File: config.mk
export PLATFORM = sky130hd
export DESIGN_NAME = iprc_top
export DESIGN_NICKNAME = d
export VERILOG_FILES = /design/src/hdl/iprc_pkg.sv /design/src/hdl/iprc_top.sv /design/src/hdl/iprc_field_reg.sv /design/src/hdl/iprc_arbiter.sv
export SDC_FILE = /design/constraint.sdc
export NUM_CORES = 1
export LEC_CHECK = 0
export ABC_AREA = 1
export BUFFER_PORTS_ARGS = -buffer_cell sky130_fd_sc_hd__buf_4
export CORE_MARGIN = 2
export CORE_UTILIZATION = 47
export DETAILED_ROUTE_END_ITERATION = 8
export PLACE_DENSITY = 0.77
export SYNTH_ARGS = -nofsm -noshare
export SYNTH_HDL_FRONTEND = slang
export SYNTH_SLANG_ARGS = --single-unit
File: constraint.sdc
create_clock -name i_core_clk -period 11.5 [get_ports i_core_clk]
set_input_delay 1.725 -clock i_core_clk [delete_from_list [all_inputs] [get_ports i_core_clk]]
set_output_delay 1.725 -clock i_core_clk [all_outputs]
set_load 0.01 [all_outputs]
File: src/hdl/iprc_pkg.sv
package iprc_pkg;

    localparam int IPRC_ADDR_W   = 4;
    localparam int IPRC_DATA_W   = 32;
    localparam int IPRC_REG_W    = 16;
    localparam int IPRC_PRIO_W   = 3;
    localparam int IPRC_NUM_SRC  = 13;
    localparam int IPRC_NUM_REG  = 4;

    // Byte offsets of the priority registers
    localparam logic [IPRC_ADDR_W-1:0] IPRC_OFF_SIX   = 4'h0;
    localparam logic [IPRC_ADDR_W-1:0] IPRC_OFF_SEVEN = 4'h4;
    localparam logic [IPRC_ADDR_W-1:0] IPRC_OFF_EIGHT = 4'h8;
    localparam logic [IPRC_ADDR_W-1:0] IPRC_OFF_NINE  = 4'hC;

    // Field positions (low bit) inside a register
    localparam int IPRC_FLD_HI  = 12;
    localparam int IPRC_FLD_MH  = 8;
    localparam int IPRC_FLD_ML  = 4;
    localparam int IPRC_FLD_LO  = 0;

    // Writable bits: fully populated, and register nine
    localparam logic [IPRC_REG_W-1:0] IPRC_MASK_FULL = 16'h7777;
    localparam logic [IPRC_REG_W-1:0] IPRC_MASK_NINE = 16'h0007;
    localparam logic [IPRC_REG_W-1:0] IPRC_RST_FULL  = 16'h4444;
    localparam logic [IPRC_REG_W-1:0] IPRC_RST_NINE  = 16'h0004;

    localparam logic [IPRC_PRIO_W-1:0] IPRC_PRIO_RESET = 3'h4;
    localparam logic [IPRC_PRIO_W-1:0] IPRC_PRIO_OFF   = 3'h0;

    // Source indices in the priority vector
    typedef enum logic [3:0] {
        IPRC_SRC_DMA2,
        IPRC_SRC_OC3,
        IPRC_SRC_OC4,
        IPRC_SRC_TMR4,
        IPRC_SRC_TMR5,
        IPRC_SRC_EXT2,
        IPRC_SRC_URX,
        IPRC_SRC_UTX,
        IPRC_SRC_SPIERR,
        IPRC_SRC_SPIEVT,
        IPRC_SRC_CANRX,
        IPRC_SRC_CANEVT,
        IPRC_SRC_DMA3
    } iprc_src_e;

    typedef struct packed {
        logic                   valid;
        logic [3:0]             src;
        logic [IPRC_PRIO_W-1:0] level;
    } iprc_winner_s;

endpackage : iprc_pkg

File: src/hdl/iprc_top.sv
// Behaviour
// - Field code 111 gives the source level 7, the highest.
// - Code 001 gives level 1, the lowest enabled, and codes between map straight to 2..6.
// - Code 000 disables the source so it never requests service.
// - Unimplemented bits read zero and ignore writes.
// - Every implemented field resets to 100, level 4.
// - Register six holds timer four 14-12, compare four 10-8, compare three 6-4, dma two 2-0.
// - Register seven holds uart b transmit 14-12, receive 10-8, ext irq two 6-4, timer five 2-0.
// - Register eight holds can event 14-12, can receive 10-8, spi b event 6-4, spi b error 2-0.
// - Register nine holds only dma three in 2-0; bits 15-3 read zero.
// - Bits 15, 11, 7 and 3 of full registers are unused spacers.
`timescale 1ns/1ps
`default_nettype none
module iprc_top
    import iprc_pkg::*;
(
    input  wire logic                              i_core_clk,
    input  wire logic                              i_rst,
    input  wire logic [IPRC_ADDR_W-1:0]            i_address,
    input  wire logic                              i_read,
    input  wire logic                              i_write,
    input  wire logic [IPRC_DATA_W-1:0]            i_writedata,
    input  wire logic [3:0]                        i_byteenable,
    output logic      [IPRC_DATA_W-1:0]            o_readdata,
    output logic                                   o_waitrequest,
    output logic                                   o_readdatavalid,
    input  wire logic [IPRC_NUM_SRC-1:0]           i_src_req,
    output logic      [IPRC_NUM_SRC*IPRC_PRIO_W-1:0] o_src_prio,
    output logic                                   o_irq_valid,
    output logic      [3:0]                        o_irq_src,
    output logic      [IPRC_PRIO_W-1:0]            o_irq_level
);

    logic [IPRC_REG_W-1:0] reg_six;
    logic [IPRC_REG_W-1:0] reg_seven;
    logic [IPRC_REG_W-1:0] reg_eight;
    logic [IPRC_REG_W-1:0] reg_nine;
    logic [IPRC_NUM_REG-1:0] sel;
    logic                  ack;
    logic [IPRC_REG_W-1:0] rd_mux;
    iprc_winner_s          winner;

    // One wait cycle per access: the slave accepts on its second cycle
    always_ff @(posedge i_core_clk or posedge i_rst) begin
        if (i_rst) begin
            ack <= 1'b0;
        end else begin
            ack <= (i_read || i_write) && !ack;
        end
    end

    assign o_waitrequest = (i_read || i_write) && !ack;

    always_comb begin
        sel = '0;
        case (i_address)
            IPRC_OFF_SIX:   sel[0] = 1'b1;
            IPRC_OFF_SEVEN: sel[1] = 1'b1;
            IPRC_OFF_EIGHT: sel[2] = 1'b1;
            IPRC_OFF_NINE:  sel[3] = 1'b1;
            default:        sel = '0;
        endcase
    end

    iprc_field_reg #(.MASK(IPRC_MASK_FULL), .RESET_VAL(IPRC_RST_FULL)) u_six (
        .i_core_clk (i_core_clk),
        .i_rst      (i_rst),
        .i_wr       (i_write && ack && sel[0]),
        .i_be       (i_byteenable[1:0]),
        .i_wdata    (i_writedata[IPRC_REG_W-1:0]),
        .o_value    (reg_six)
    );

    iprc_field_reg #(.MASK(IPRC_MASK_FULL), .RESET_VAL(IPRC_RST_FULL)) u_seven (
        .i_core_clk (i_core_clk),
        .i_rst      (i_rst),
        .i_wr       (i_write && ack && sel[1]),
        .i_be       (i_byteenable[1:0]),
        .i_wdata    (i_writedata[IPRC_REG_W-1:0]),
        .o_value    (reg_seven)
    );

    iprc_field_reg #(.MASK(IPRC_MASK_FULL), .RESET_VAL(IPRC_RST_FULL)) u_eight (
        .i_core_clk (i_core_clk),
        .i_rst      (i_rst),
        .i_wr       (i_write && ack && sel[2]),
        .i_be       (i_byteenable[1:0]),
        .i_wdata    (i_writedata[IPRC_REG_W-1:0]),
        .o_value    (reg_eight)
    );

    iprc_field_reg #(.MASK(IPRC_MASK_NINE), .RESET_VAL(IPRC_RST_NINE)) u_nine (
        .i_core_clk (i_core_clk),
        .i_rst      (i_rst),
        .i_wr       (i_write && ack && sel[3]),
        .i_be       (i_byteenable[1:0]),
        .i_wdata    (i_writedata[IPRC_REG_W-1:0]),
        .o_value    (reg_nine)
    );

    always_comb begin
        case (sel)
            4'h1:    rd_mux = reg_six;
            4'h2:    rd_mux = reg_seven;
            4'h4:    rd_mux = reg_eight;
            4'h8:    rd_mux = reg_nine;
            default: rd_mux = '0;
        endcase
    end

    // Read data registered at the edge ending the wait cycle; unmapped reads return zero
    always_ff @(posedge i_core_clk or posedge i_rst) begin
        if (i_rst) begin
            o_readdata <= '0;
        end else if (i_read && !ack) begin
            o_readdata <= {{(IPRC_DATA_W-IPRC_REG_W){1'b0}}, rd_mux};
        end
    end

    always_ff @(posedge i_core_clk or posedge i_rst) begin
        if (i_rst) begin
            o_readdatavalid <= 1'b0;
        end else begin
            o_readdatavalid <= i_read && !ack;
        end
    end

    // Field placement into the per-source priority vector
    always_comb begin
        o_src_prio = '0;
        o_src_prio[IPRC_SRC_TMR4*IPRC_PRIO_W +: IPRC_PRIO_W]   =
            reg_six[IPRC_FLD_HI +: IPRC_PRIO_W];
        o_src_prio[IPRC_SRC_OC4*IPRC_PRIO_W +: IPRC_PRIO_W]    =
            reg_six[IPRC_FLD_MH +: IPRC_PRIO_W];
        o_src_prio[IPRC_SRC_OC3*IPRC_PRIO_W +: IPRC_PRIO_W]    =
            reg_six[IPRC_FLD_ML +: IPRC_PRIO_W];
        o_src_prio[IPRC_SRC_DMA2*IPRC_PRIO_W +: IPRC_PRIO_W]   =
            reg_six[IPRC_FLD_LO +: IPRC_PRIO_W];
        o_src_prio[IPRC_SRC_UTX*IPRC_PRIO_W +: IPRC_PRIO_W]    =
            reg_seven[IPRC_FLD_HI +: IPRC_PRIO_W];
        o_src_prio[IPRC_SRC_URX*IPRC_PRIO_W +: IPRC_PRIO_W]    =
            reg_seven[IPRC_FLD_MH +: IPRC_PRIO_W];
        o_src_prio[IPRC_SRC_EXT2*IPRC_PRIO_W +: IPRC_PRIO_W]   =
            reg_seven[IPRC_FLD_ML +: IPRC_PRIO_W];
        o_src_prio[IPRC_SRC_TMR5*IPRC_PRIO_W +: IPRC_PRIO_W]   =
            reg_seven[IPRC_FLD_LO +: IPRC_PRIO_W];
        o_src_prio[IPRC_SRC_CANEVT*IPRC_PRIO_W +: IPRC_PRIO_W] =
            reg_eight[IPRC_FLD_HI +: IPRC_PRIO_W];
        o_src_prio[IPRC_SRC_CANRX*IPRC_PRIO_W +: IPRC_PRIO_W]  =
            reg_eight[IPRC_FLD_MH +: IPRC_PRIO_W];
        o_src_prio[IPRC_SRC_SPIEVT*IPRC_PRIO_W +: IPRC_PRIO_W] =
            reg_eight[IPRC_FLD_ML +: IPRC_PRIO_W];
        o_src_prio[IPRC_SRC_SPIERR*IPRC_PRIO_W +: IPRC_PRIO_W] =
            reg_eight[IPRC_FLD_LO +: IPRC_PRIO_W];
        o_src_prio[IPRC_SRC_DMA3*IPRC_PRIO_W +: IPRC_PRIO_W]   =
            reg_nine[IPRC_FLD_LO +: IPRC_PRIO_W];
    end

    iprc_arbiter #(.NUM_SRC(IPRC_NUM_SRC)) u_arb (
        .i_prio   (o_src_prio),
        .i_req    (i_src_req),
        .o_winner (winner)
    );

    // Winner registered so data outputs come from flops
    always_ff @(posedge i_core_clk or posedge i_rst) begin
        if (i_rst) begin
            o_irq_valid <= 1'b0;
            o_irq_src   <= '0;
            o_irq_level <= '0;
        end else begin
            o_irq_valid <= winner.valid;
            o_irq_src   <= winner.src;
            o_irq_level <= winner.level;
        end
    end

endmodule : iprc_top
`default_nettype wire

File: src/hdl/iprc_field_reg.sv
`timescale 1ns/1ps
`default_nettype none
module iprc_field_reg
    import iprc_pkg::*;
#(
    parameter logic [IPRC_REG_W-1:0] MASK      = IPRC_MASK_FULL,
    parameter logic [IPRC_REG_W-1:0] RESET_VAL = IPRC_RST_FULL
) (
    input  wire logic                  i_core_clk,
    input  wire logic                  i_rst,
    input  wire logic                  i_wr,
    input  wire logic [1:0]            i_be,
    input  wire logic [IPRC_REG_W-1:0] i_wdata,
    output logic      [IPRC_REG_W-1:0] o_value
);

    logic [IPRC_REG_W-1:0] value;
    logic [IPRC_REG_W-1:0] lane_mask;

    assign lane_mask = {{8{i_be[1]}}, {8{i_be[0]}}} & MASK;

    always_ff @(posedge i_core_clk or posedge i_rst) begin
        if (i_rst) begin
            value <= RESET_VAL;
        end else if (i_wr) begin
            value <= (value & ~lane_mask) | (i_wdata & lane_mask);
        end
    end

    assign o_value = value & MASK;

endmodule : iprc_field_reg
`default_nettype wire

File: src/hdl/iprc_arbiter.sv
`timescale 1ns/1ps
`default_nettype none
module iprc_arbiter
    import iprc_pkg::*;
#(
    parameter int NUM_SRC = IPRC_NUM_SRC
) (
    input  wire logic [NUM_SRC*IPRC_PRIO_W-1:0] i_prio,
    input  wire logic [NUM_SRC-1:0]             i_req,
    output iprc_winner_s                        o_winner
);

    logic [NUM_SRC-1:0] live;

    genvar g;
    generate
        for (g = 0; g < NUM_SRC; g++) begin : g_live
            // Code zero masks the source completely
            assign live[g] = i_req[g] &&
                (i_prio[g*IPRC_PRIO_W +: IPRC_PRIO_W] != IPRC_PRIO_OFF);
        end
    endgenerate

    // Higher code wins; ties go to the lower index
    always_comb begin
        o_winner = '0;
        for (int i = 0; i < NUM_SRC; i++) begin
            if (live[i] && (!o_winner.valid ||
                i_prio[i*IPRC_PRIO_W +: IPRC_PRIO_W] > o_winner.level)) begin
                o_winner.valid = 1'b1;
                o_winner.src   = 4'(i);
                o_winner.level = i_prio[i*IPRC_PRIO_W +: IPRC_PRIO_W];
            end
        end
    end

endmodule : iprc_arbiter
`default_nettype wire

**Word-level counts from Yosys, hierarchy flattened**

Cells that the tools add are included.

- Flip-flop bits (word level): 90
- Bits of input ports: 57
- Logic and storage cells: 131
- Output and inout port bits: 81

- $lt $le $gt $ge: 12
- Equality and inequality tests: 7
- Mux-type cells: 18
- Bitwise logic cells: 12
- Reduce and logical (&&, ||, !) cells: 72

Operators with widths:

| operator | number |
|---|---|
| 8-bit 2-to-1 mux | 13 |
| 16-bit AND | 4 |
| 16-bit bitwise OR | 4 |
| 15-bit case mux with 4 select lines | 1 |
| 3-bit nonzero test | 13 |
| 3-bit greater-than comparator | 12 |
| 1-bit logical AND | 32 |
| 16-bit by 15-bit AND with 16-bit output | 1 |
| 16-bit by 3-bit AND with 16-bit output | 1 |
| 15-bit inverter with 16-bit output | 1 |
| 3-bit inverter with 16-bit output | 1 |
| 1-bit logical NOT | 13 |
| 1-bit logical OR | 13 |
| 4-bit == test, second input constant | 3 |
| 4-bit by 3-bit == test with 1-bit output, second input constant | 2 |
| 4-bit by 1-bit == test with 1-bit output, second input constant | 1 |
| 4-bit by 2-bit == test with 1-bit output, second input constant | 1 |
| 4-bit logical NOT | 1 |
| 1-bit 2-to-1 mux | 4 |

**Logic depth before layout (Yosys ltp)**

Gate-level depths: netlist of run 1.

- Word-level depth: 51
- Gate-level depth with buffers: 115
- Gate-level depth less buffers: 115

**By module**

Synthesis of run 1 repeated with hierarchy kept, for this count alone.

- Cells, all modules: 756
- Area total of the unflattened synthesis: 5225.0 um2

Modules (own cells, without submodules):

| module | area each (um2) | times used | cells an instance | seq. area each (um2) |
|---|---|---|---|---|
| iprc_arbiter | 1856.8 | 1 | 335 | 0.0 |
| iprc_top | 1607.8 | 1 | 222 | 650.6 |
| iprc_field_reg (u_eight ...) | 511.7 | 3 | 57 | 305.3 |
| iprc_field_reg (u_nine) | 225.2 | 1 | 28 | 76.3 |

**Worst setup path before layout of run 1**

Ideal clock, no wire load.

- Path kind: input to register
- From: input i_src_req[0]
- To: register o_irq_level[1]
- Library setup time: 0.118 ns
- Buffers on the path: 0
- Slack: -1.517 ns
- Data required time: 11.382 ns
- Arrival time: 12.899 ns
- Stages: 108
- Cell sequence: nand2_1 > ha_1 > a21oi_1 > nand2_1 > nand2_1 > nand2_1 > nand2_1 > nand2_1 > and2_1 > ha_1 > nand2_1 > o21ai_0 > nand2_1 > nand2_1 > nand2_1 > o21ai_0 > ha_1 > a21oi_1 > [72 not listed] > nand2_1 > o21ai_0 > nand2_1 > o21ai_0 > inv_1 > nor2_1 > inv_1 > or2_2 > nand2_1 > ha_1 > a21oi_1 > o21ai_0 > nand2_1 > nand2_1 > nand2_1 > inv_1 > nand2_1 > nand2_1

RTL lines:

| item | line | source |
|---|---|---|
| from (decl) | iprc_top.sv:27 | `input wire logic [IPRC_NUM_SRC-1:0] i_src_req,` |
| to (signal assigned) | iprc_top.sv:174 | `o_irq_level <= winner.level;` |
| to (decl) | iprc_top.sv:31 | `output logic [IPRC_PRIO_W-1:0] o_irq_level` |

==> impl_metrics.csv, run 1 <==
group,metric,value,unit
logic_synthesis,syn_area,4400,µm²
clocking,clock-sinks,61,
routing,dr.pass1.iters,6,
clocking,root_buffer,"clkbuf_8",
logic_synthesis,seq_area_frac_synth,35.0,%
routing,drc,0,
layout,final_util,76.7,%
grt,grt-ovfl-total,0,
setup_path,max_stage_delay,0.31,ns
logic_synthesis,ys_types,33,
power_and_ir_drop,p_per_area,243,nW/µm²
logic_synthesis,synthTopCellsByArea,"dfrtp_1 (27%), nand2_1 (14%), ha_1 (9.1%), dfstp_2 (7.8%), o21ai_0 (7.4%)",
clocking,cts_tree,"built",
grt,grt_max_degree,62,
logic_synthesis,syn_inst,594,
setup_path,worst-r2r-cell-count,111,
logic_synthesis,yosysTopAreaCell,"dfrtp_1",
setup_path,ff2ff_setup_slack,-0.82,ns
logic_synthesis,synth.avg_cell_area,7.41,µm²
routing,wirelength,16000,µm
logic_synthesis,synth.top_cell.area_share,27.3,%
layout,final_cell_mix,"buf_4 (210), nand2_1 (118), inv_1 (74)",
grt,antenna_found_initial,0,
layout,fillers,623,
sta,grt_setup_unrepaired,"true",
place,gpl.final_weighted_congestion,0.931,
routing,wl_per_cell,17.3,µm
power_and_ir_drop,p_leak,3.60,nW
layout,final_layout_size_suffix_gt1_share,50.0,%
run_status,status,"complete, but fails checks",
floorplanning,start_util,48.1,%
sta,slew_headroom,27.8,%
floorplanning,core-area,9150,µm²
setup_path,critPathSlowestCell,"ha_4",
setup_path,arrival,13.34,ns
clocking,path_clk_slew,0.07,ns
clocking,cts_buffers,9,
routing,first_iter_violations,384,
routing,viasPerCell,5.52,
layout,syn_to_final_growth,59.5,%
setup_path,cp.required,11.74,ns
clocking,clk_path_buf_depth,2,
clocking,h-tree-depth,3,
setup_path,reg2reg_to,"o_irq_level[0]$_DFF_PP0_",
run_status,violations,"negative setup slack",
grt,track_usage,29.5,%
logic_synthesis,yosysWarnings,0,
routing,vias,5102,
clocking,clkLatencyLatePin,0.35,ns
grt,first_global_vias,4855,
power_and_ir_drop,total_power,1.71,mW
sta,fin_skew,0.0136,ns
routing,ant_nets,0,
layout,finalInstanceArea,7020,µm²
min_path,worstHoldStart,"ack$_DFF_PP0_",
grt,grt_pass1_wl,23400,µm
sta,period_share,114,%
sta,hold_viol_final,0,
sta,slew_viol_final,0,
min_path,whs_endpoint,"ack$_DFF_PP0_",
setup_path,worstSetupPathType,"in -> reg",
layout,diodes,0,
layout,regArea,1540,µm²
place,dpl.hpwl,10600,µm
setup_path,startpoint_type,"primary input",
floorplanning,rows,35,
logic_synthesis,ys_ff_latch,61,
setup_path,crit_path_end_kind,"flop",
setup_path,critPathMaxFanout,7,
power_and_ir_drop,vdd_drop_max,0.198,mV
floorplanning,dieArea,10200,µm²
clocking,cts_hold_buf,0,
layout,multi_input_area,3210,µm²
min_path,holdPathStages,1,
sta,min_period,13.10,ns
floorplanning,die_y,101,µm
layout,layout_commonest_cell,"buf_4",
floorplanning,io-pin-count,138,
place,place_area,5890,µm²
sta,finalSetupTns,-10.67,ns
floorplanning,fp.dieW,101,µm
place,port_buffers,95,
min_path,worstHoldPathType,"reg -> reg",
sta,tightest_slew,1.08,ns
sta,worst_slack,-1.60,ns
layout,fin_nets,898,
sta,fmax,76.3,MHz
sta,setup_viol_count_final,7,
run,max_cap_viol_count,0,
setup_path,crit_top_cell,"nand2_2",
place,post-place-ws,-2.13,ns
==> area by class of cell <==
class	instances	area share, %
Clock buffer	9	1.76
Inverter	87	4.76
Sequential cell	61	22.0
Timing Repair Buffer	213	23.0
Multi-Input combinational cell	437	45.8
Tap cell	111	1.98
Clock inverter	7	0.730
==> worst max path at each step <==
stage                      start                       end  depth (start not counted)
floorplan           i_src_req[0]  o_irq_level[1]$_DFF_PP0_                        109
global placement    i_src_req[0]    o_irq_src[1]$_DFF_PP0_                        110
detailed placement  i_src_req[0]  o_irq_level[0]$_DFF_PP0_                        109
CTS                 i_src_req[0]  o_irq_level[0]$_DFF_PP0_                        110
global route        i_src_req[0]  o_irq_level[0]$_DFF_PP0_                        111
finish              i_src_req[0]  o_irq_level[0]$_DFF_PP0_                        111
==> cell usage after synthesis <==
master	instances
inv_2	5
nand2_2	18
o211ai_1	3
nor2_1	13
ha_1	32
clkbuf_1	8
dfrtp_1	48
and2_1	4
nand4_1	12
o311ai_0	1
mux2_2	12
o31ai_4	1
o221ai_1	5
or2_4	1
a31oi_1	2
dfstp_2	13
nand2_4	3
conb_1	1
nor3_1	4
o2111ai_1	2
and2_2	2
o31ai_1	8
a21oi_1	11
o31a_1	1
nand2_1	165
o31ai_2	1
nand3_2	1
nand3_1	45
or2_2	4
o21ai_0	65
o21ai_2	1
buf_4	20
inv_1	82
==> layer usage <==
metal / routed length [µm] / global-route usage, % / share of wire [%] / vias up
li1: - / - / - / 2360
met1: 6020 / 37.1 / 38 / 2411
met2: 8010 / 49.7 / 50 / 271
met3: 1320 / 6.10 / 8.2 / 60
met4: 627 / 11.7 / 3.9 / 0
met5: 0 / 0 / 0 / -
==> metrics by stage <==
step / cells / hold slack, ns
floorplan: 613 / 0.476
global placement: 862 / 0.453
detailed placement: 862 / 0.461
CTS: 916 / 0.472
global route: 925 / 0.500
finish: 925 / 0.471
==> cells by family (layout without fill, tap and decap cells) <==
logic type,count (synthesis),after routing,share of synthesized area [%]
adder cells (fa/ha/maj),32,32,9.09
flip-flops,61,61,35.0
multiplexers,12,12,3.07
buffers and inverters,115,316,11.5
AO/OA/AOI/OAI,101,101,13.6
other,1,20,0.0851
AND/OR/NAND/NOR,272,272,27.7
==> timing repair <==
| action | in CTS | in global routing |
|---|---|---|
| setup endpoints to repair | 7 | 7 |
| pin swaps | 61 | 51 |
| buffers inserted | 38 | 9 |
| resized for setup | 58 | 67 |
==> critical path: cells and delay by family <==
kind,cells,cell delay [ns]
buf+inv,19,1.99
fa+ha+maj,10,2.58
simple gates,70,5.83
compound gates,12,1.22
==> power by group <==
part / internal (mW) / switching, mW
registers: 0.256 / 0.0536
clock network: 0.0786 / 0.0913
logic: 0.600 / 0.628
total: 0.934 / 0.773
Note: power is estimated with default switching activity, not from simulation.
==> run 2: changes to the inputs <==
==> constraint.sdc (replaced) <==
create_clock -name i_core_clk -period 11.1 [get_ports i_core_clk]
set_input_delay 1.665 -clock i_core_clk [delete_from_list [all_inputs] [get_ports i_core_clk]]
set_output_delay 1.665 -clock i_core_clk [all_outputs]
set_load 0.01 [all_outputs]
==> run 2 against run 1 <==
Compared with the run above: the run still ends with negative setup slack left; global-route usage rose by 0.65 points; clock power is 22% higher; critical path depth decreased by 1; die area stayed put; sequential cell count unchanged; highest routed layer unchanged.
==> impl_metrics.csv, run 2 (synthesized netlist as in run 1, its figures left out) <==
group,metric,value,unit
run_status,status,"complete, but fails checks",
run_status,violations,"negative setup slack",
sta,min_period,12.73,ns
power_and_ir_drop,p_sw,0.784,mW
routing,ant_nets,0,
sta,worst_slack,-1.63,ns
floorplanning,core-area,9150,µm²
power_and_ir_drop,power_frac_comb,70.6,%
clocking,cts_buffers,9,
floorplanning,fp.dieW,101,µm
setup_path,crit_top_cell,"nand2_4",
grt,track_usage,30.2,%
place,port_buffers,95,
floorplanning,die_y,101,µm
power_and_ir_drop,switching_share,44.1,%
setup_path,critPathMaxFanout,7,
min_path,whs_endpoint,"ack$_DFF_PP0_",
layout,layout_commonest_cell,"buf_4",
clocking,root_buffer,"clkbuf_8",
floorplanning,rows,35,
routing,viasPerCell,5.41,
clocking,cts_hold_buf,0,
routing,vias,5023,
clocking,clk_path_buf_depth,2,
power_and_ir_drop,p_per_area,254,nW/µm²
grt,first_global_vias,4851,
layout,multi_input_area,3150,µm²
layout,final_cell_mix,"buf_4 (215), nand2_1 (124), inv_1 (75)",
sta,setup_viol_count_final,7,
setup_path,worstSetupPathType,"in -> reg",
layout,final_layout_size_suffix_gt1_share,48.3,%
routing,drc,0,
clocking,clkLatencyLatePin,0.35,ns
sta,grt_setup_unrepaired,"true",
grt,grt-ovfl-total,0,
min_path,holdPathStages,1,
layout,regArea,1540,µm²
setup_path,worst-r2r-cell-count,110,
setup_path,crit_path_end_kind,"flop",
sta,slew_headroom,27.2,%
power_and_ir_drop,internal-power,0.995,mW
setup_path,startpoint_type,"primary input",
sta,hold_viol_final,0,
setup_path,arrival,12.92,ns
routing,first_iter_violations,354,
run,max_cap_viol_count,0,
routing,wl_per_cell,16.5,µm
setup_path,ff2ff_setup_slack,-0.91,ns
clocking,h-tree-depth,3,
layout,syn_to_final_growth,59.2,%
floorplanning,start_util,48.1,%
min_path,worstHoldPathType,"reg -> reg",
sta,whs,0.480,ns
sta,fin_skew,0.0141,ns
setup_path,max_stage_delay,0.29,ns
clocking,clock-sinks,61,
sta,finalSetupTns,-11.18,ns
layout,final_util,76.6,%
power_and_ir_drop,total_power,1.78,mW
setup_path,critPathSlowestCell,"ha_1",
clocking,path_clk_slew,0.07,ns
layout,finalInstanceArea,7010,µm²
power_and_ir_drop,vdd_drop_max,0.130,mV
layout,fillers,641,
floorplanning,io-pin-count,138,
setup_path,reg2reg_to,"o_irq_src[1]$_DFF_PP0_",
power_and_ir_drop,seq_power_share,17.7,%
place,place_area,5950,µm²
grt,antenna_found_initial,0,
place,gpl.final_weighted_congestion,0.899,
sta,fmax,78.6,MHz
setup_path,critPathTopFamily,"simple AND/OR/NAND/NOR gates",
power_and_ir_drop,p_leak,3.60,nW
setup_path,cp.required,11.29,ns
layout,diodes,0,
sta,period_share,115,%
place,dpl.hpwl,10900,µm
routing,dr.pass1.iters,5,
routing,wirelength,15300,µm
power_and_ir_drop,clockPowerShare,11.7,%
min_path,worstHoldStart,"ack$_DFF_PP0_",
sta,slew_viol_final,0,
grt,grt_max_degree,62,
sta,tightest_slew,1.09,ns
floorplanning,dieArea,10200,µm²
setup_path,cp_num_buf_inv,18,
clocking,cts_tree,"built",
grt,grt_pass1_wl,23700,µm
layout,fin_nets,902,
## run 2: area by class of cell
| cell class | count | area share (%) |
|---|---|---|
| Timing Repair Buffer | 217 | 23.5 |
| Inverter | 87 | 4.76 |
| Tap cell | 111 | 1.98 |
| Clock inverter | 7 | 1.16 |
| Multi-Input combinational cell | 437 | 44.9 |
| Sequential cell | 61 | 22.0 |
| Clock buffer | 9 | 1.77 |
## run 2: how the worst max path moves through the flow
stage	startpoint	end	cells after the start
2_1_floorplan	i_src_req[0]	o_irq_level[1]$_DFF_PP0_	109
3_3_place_gp	i_src_req[0]	o_irq_src[2]$_DFF_PP0_	109
3_5_place_dp	i_src_req[0]	o_irq_level[0]$_DFF_PP0_	109
4_1_cts	i_src_req[0]	o_irq_level[0]$_DFF_PP0_	110
5_1_grt	i_src_req[0]	o_irq_level[0]$_DFF_PP0_	111
6_report	i_src_req[0]	o_irq_src[1]$_DFF_PP0_	110
## run 2: power by group through the flow
stage / clock [mW] / combinational (mW) / sequential [mW]
after floorplan: 0 / 0.567 / 0.318
after global placement: 0 / 0.879 / 0.312
after detailed placement: 0 / 0.921 / 0.313
after CTS: 0.208 / 1.11 / 0.313
after global routing: 0.216 / 1.37 / 0.319
final: 0.207 / 1.26 / 0.315
## run 2: per-stage QoR
stage	instances	setup slack [ns]
3_5_place_dp	870	-2.24
3_3_place_gp	870	-1.72
6_report	929	-1.63
5_1_grt	929	-2.35
2_1_floorplan	613	-1.14
4_1_cts	920	-1.25
## run 2: layer usage
layer	vias to the layer above	part of all wire (%)	GRT usage (%)
met2	220	51	54.5
li1	2361	-	-
met1	2396	39	36.8
met5	-	0	0
met4	0	3.1	10.9
met3	46	6.2	3.68
## run 2: what timing repair did
| item | CTS | global route |
|---|---|---|
| endpoints found under the setup margin | 7 | 7 |
| gates cloned | 0 | 0 |
| gates resized for setup | 69 | 42 |
| pin swaps | 63 | 31 |
| setup buffers | 34 | 9 |
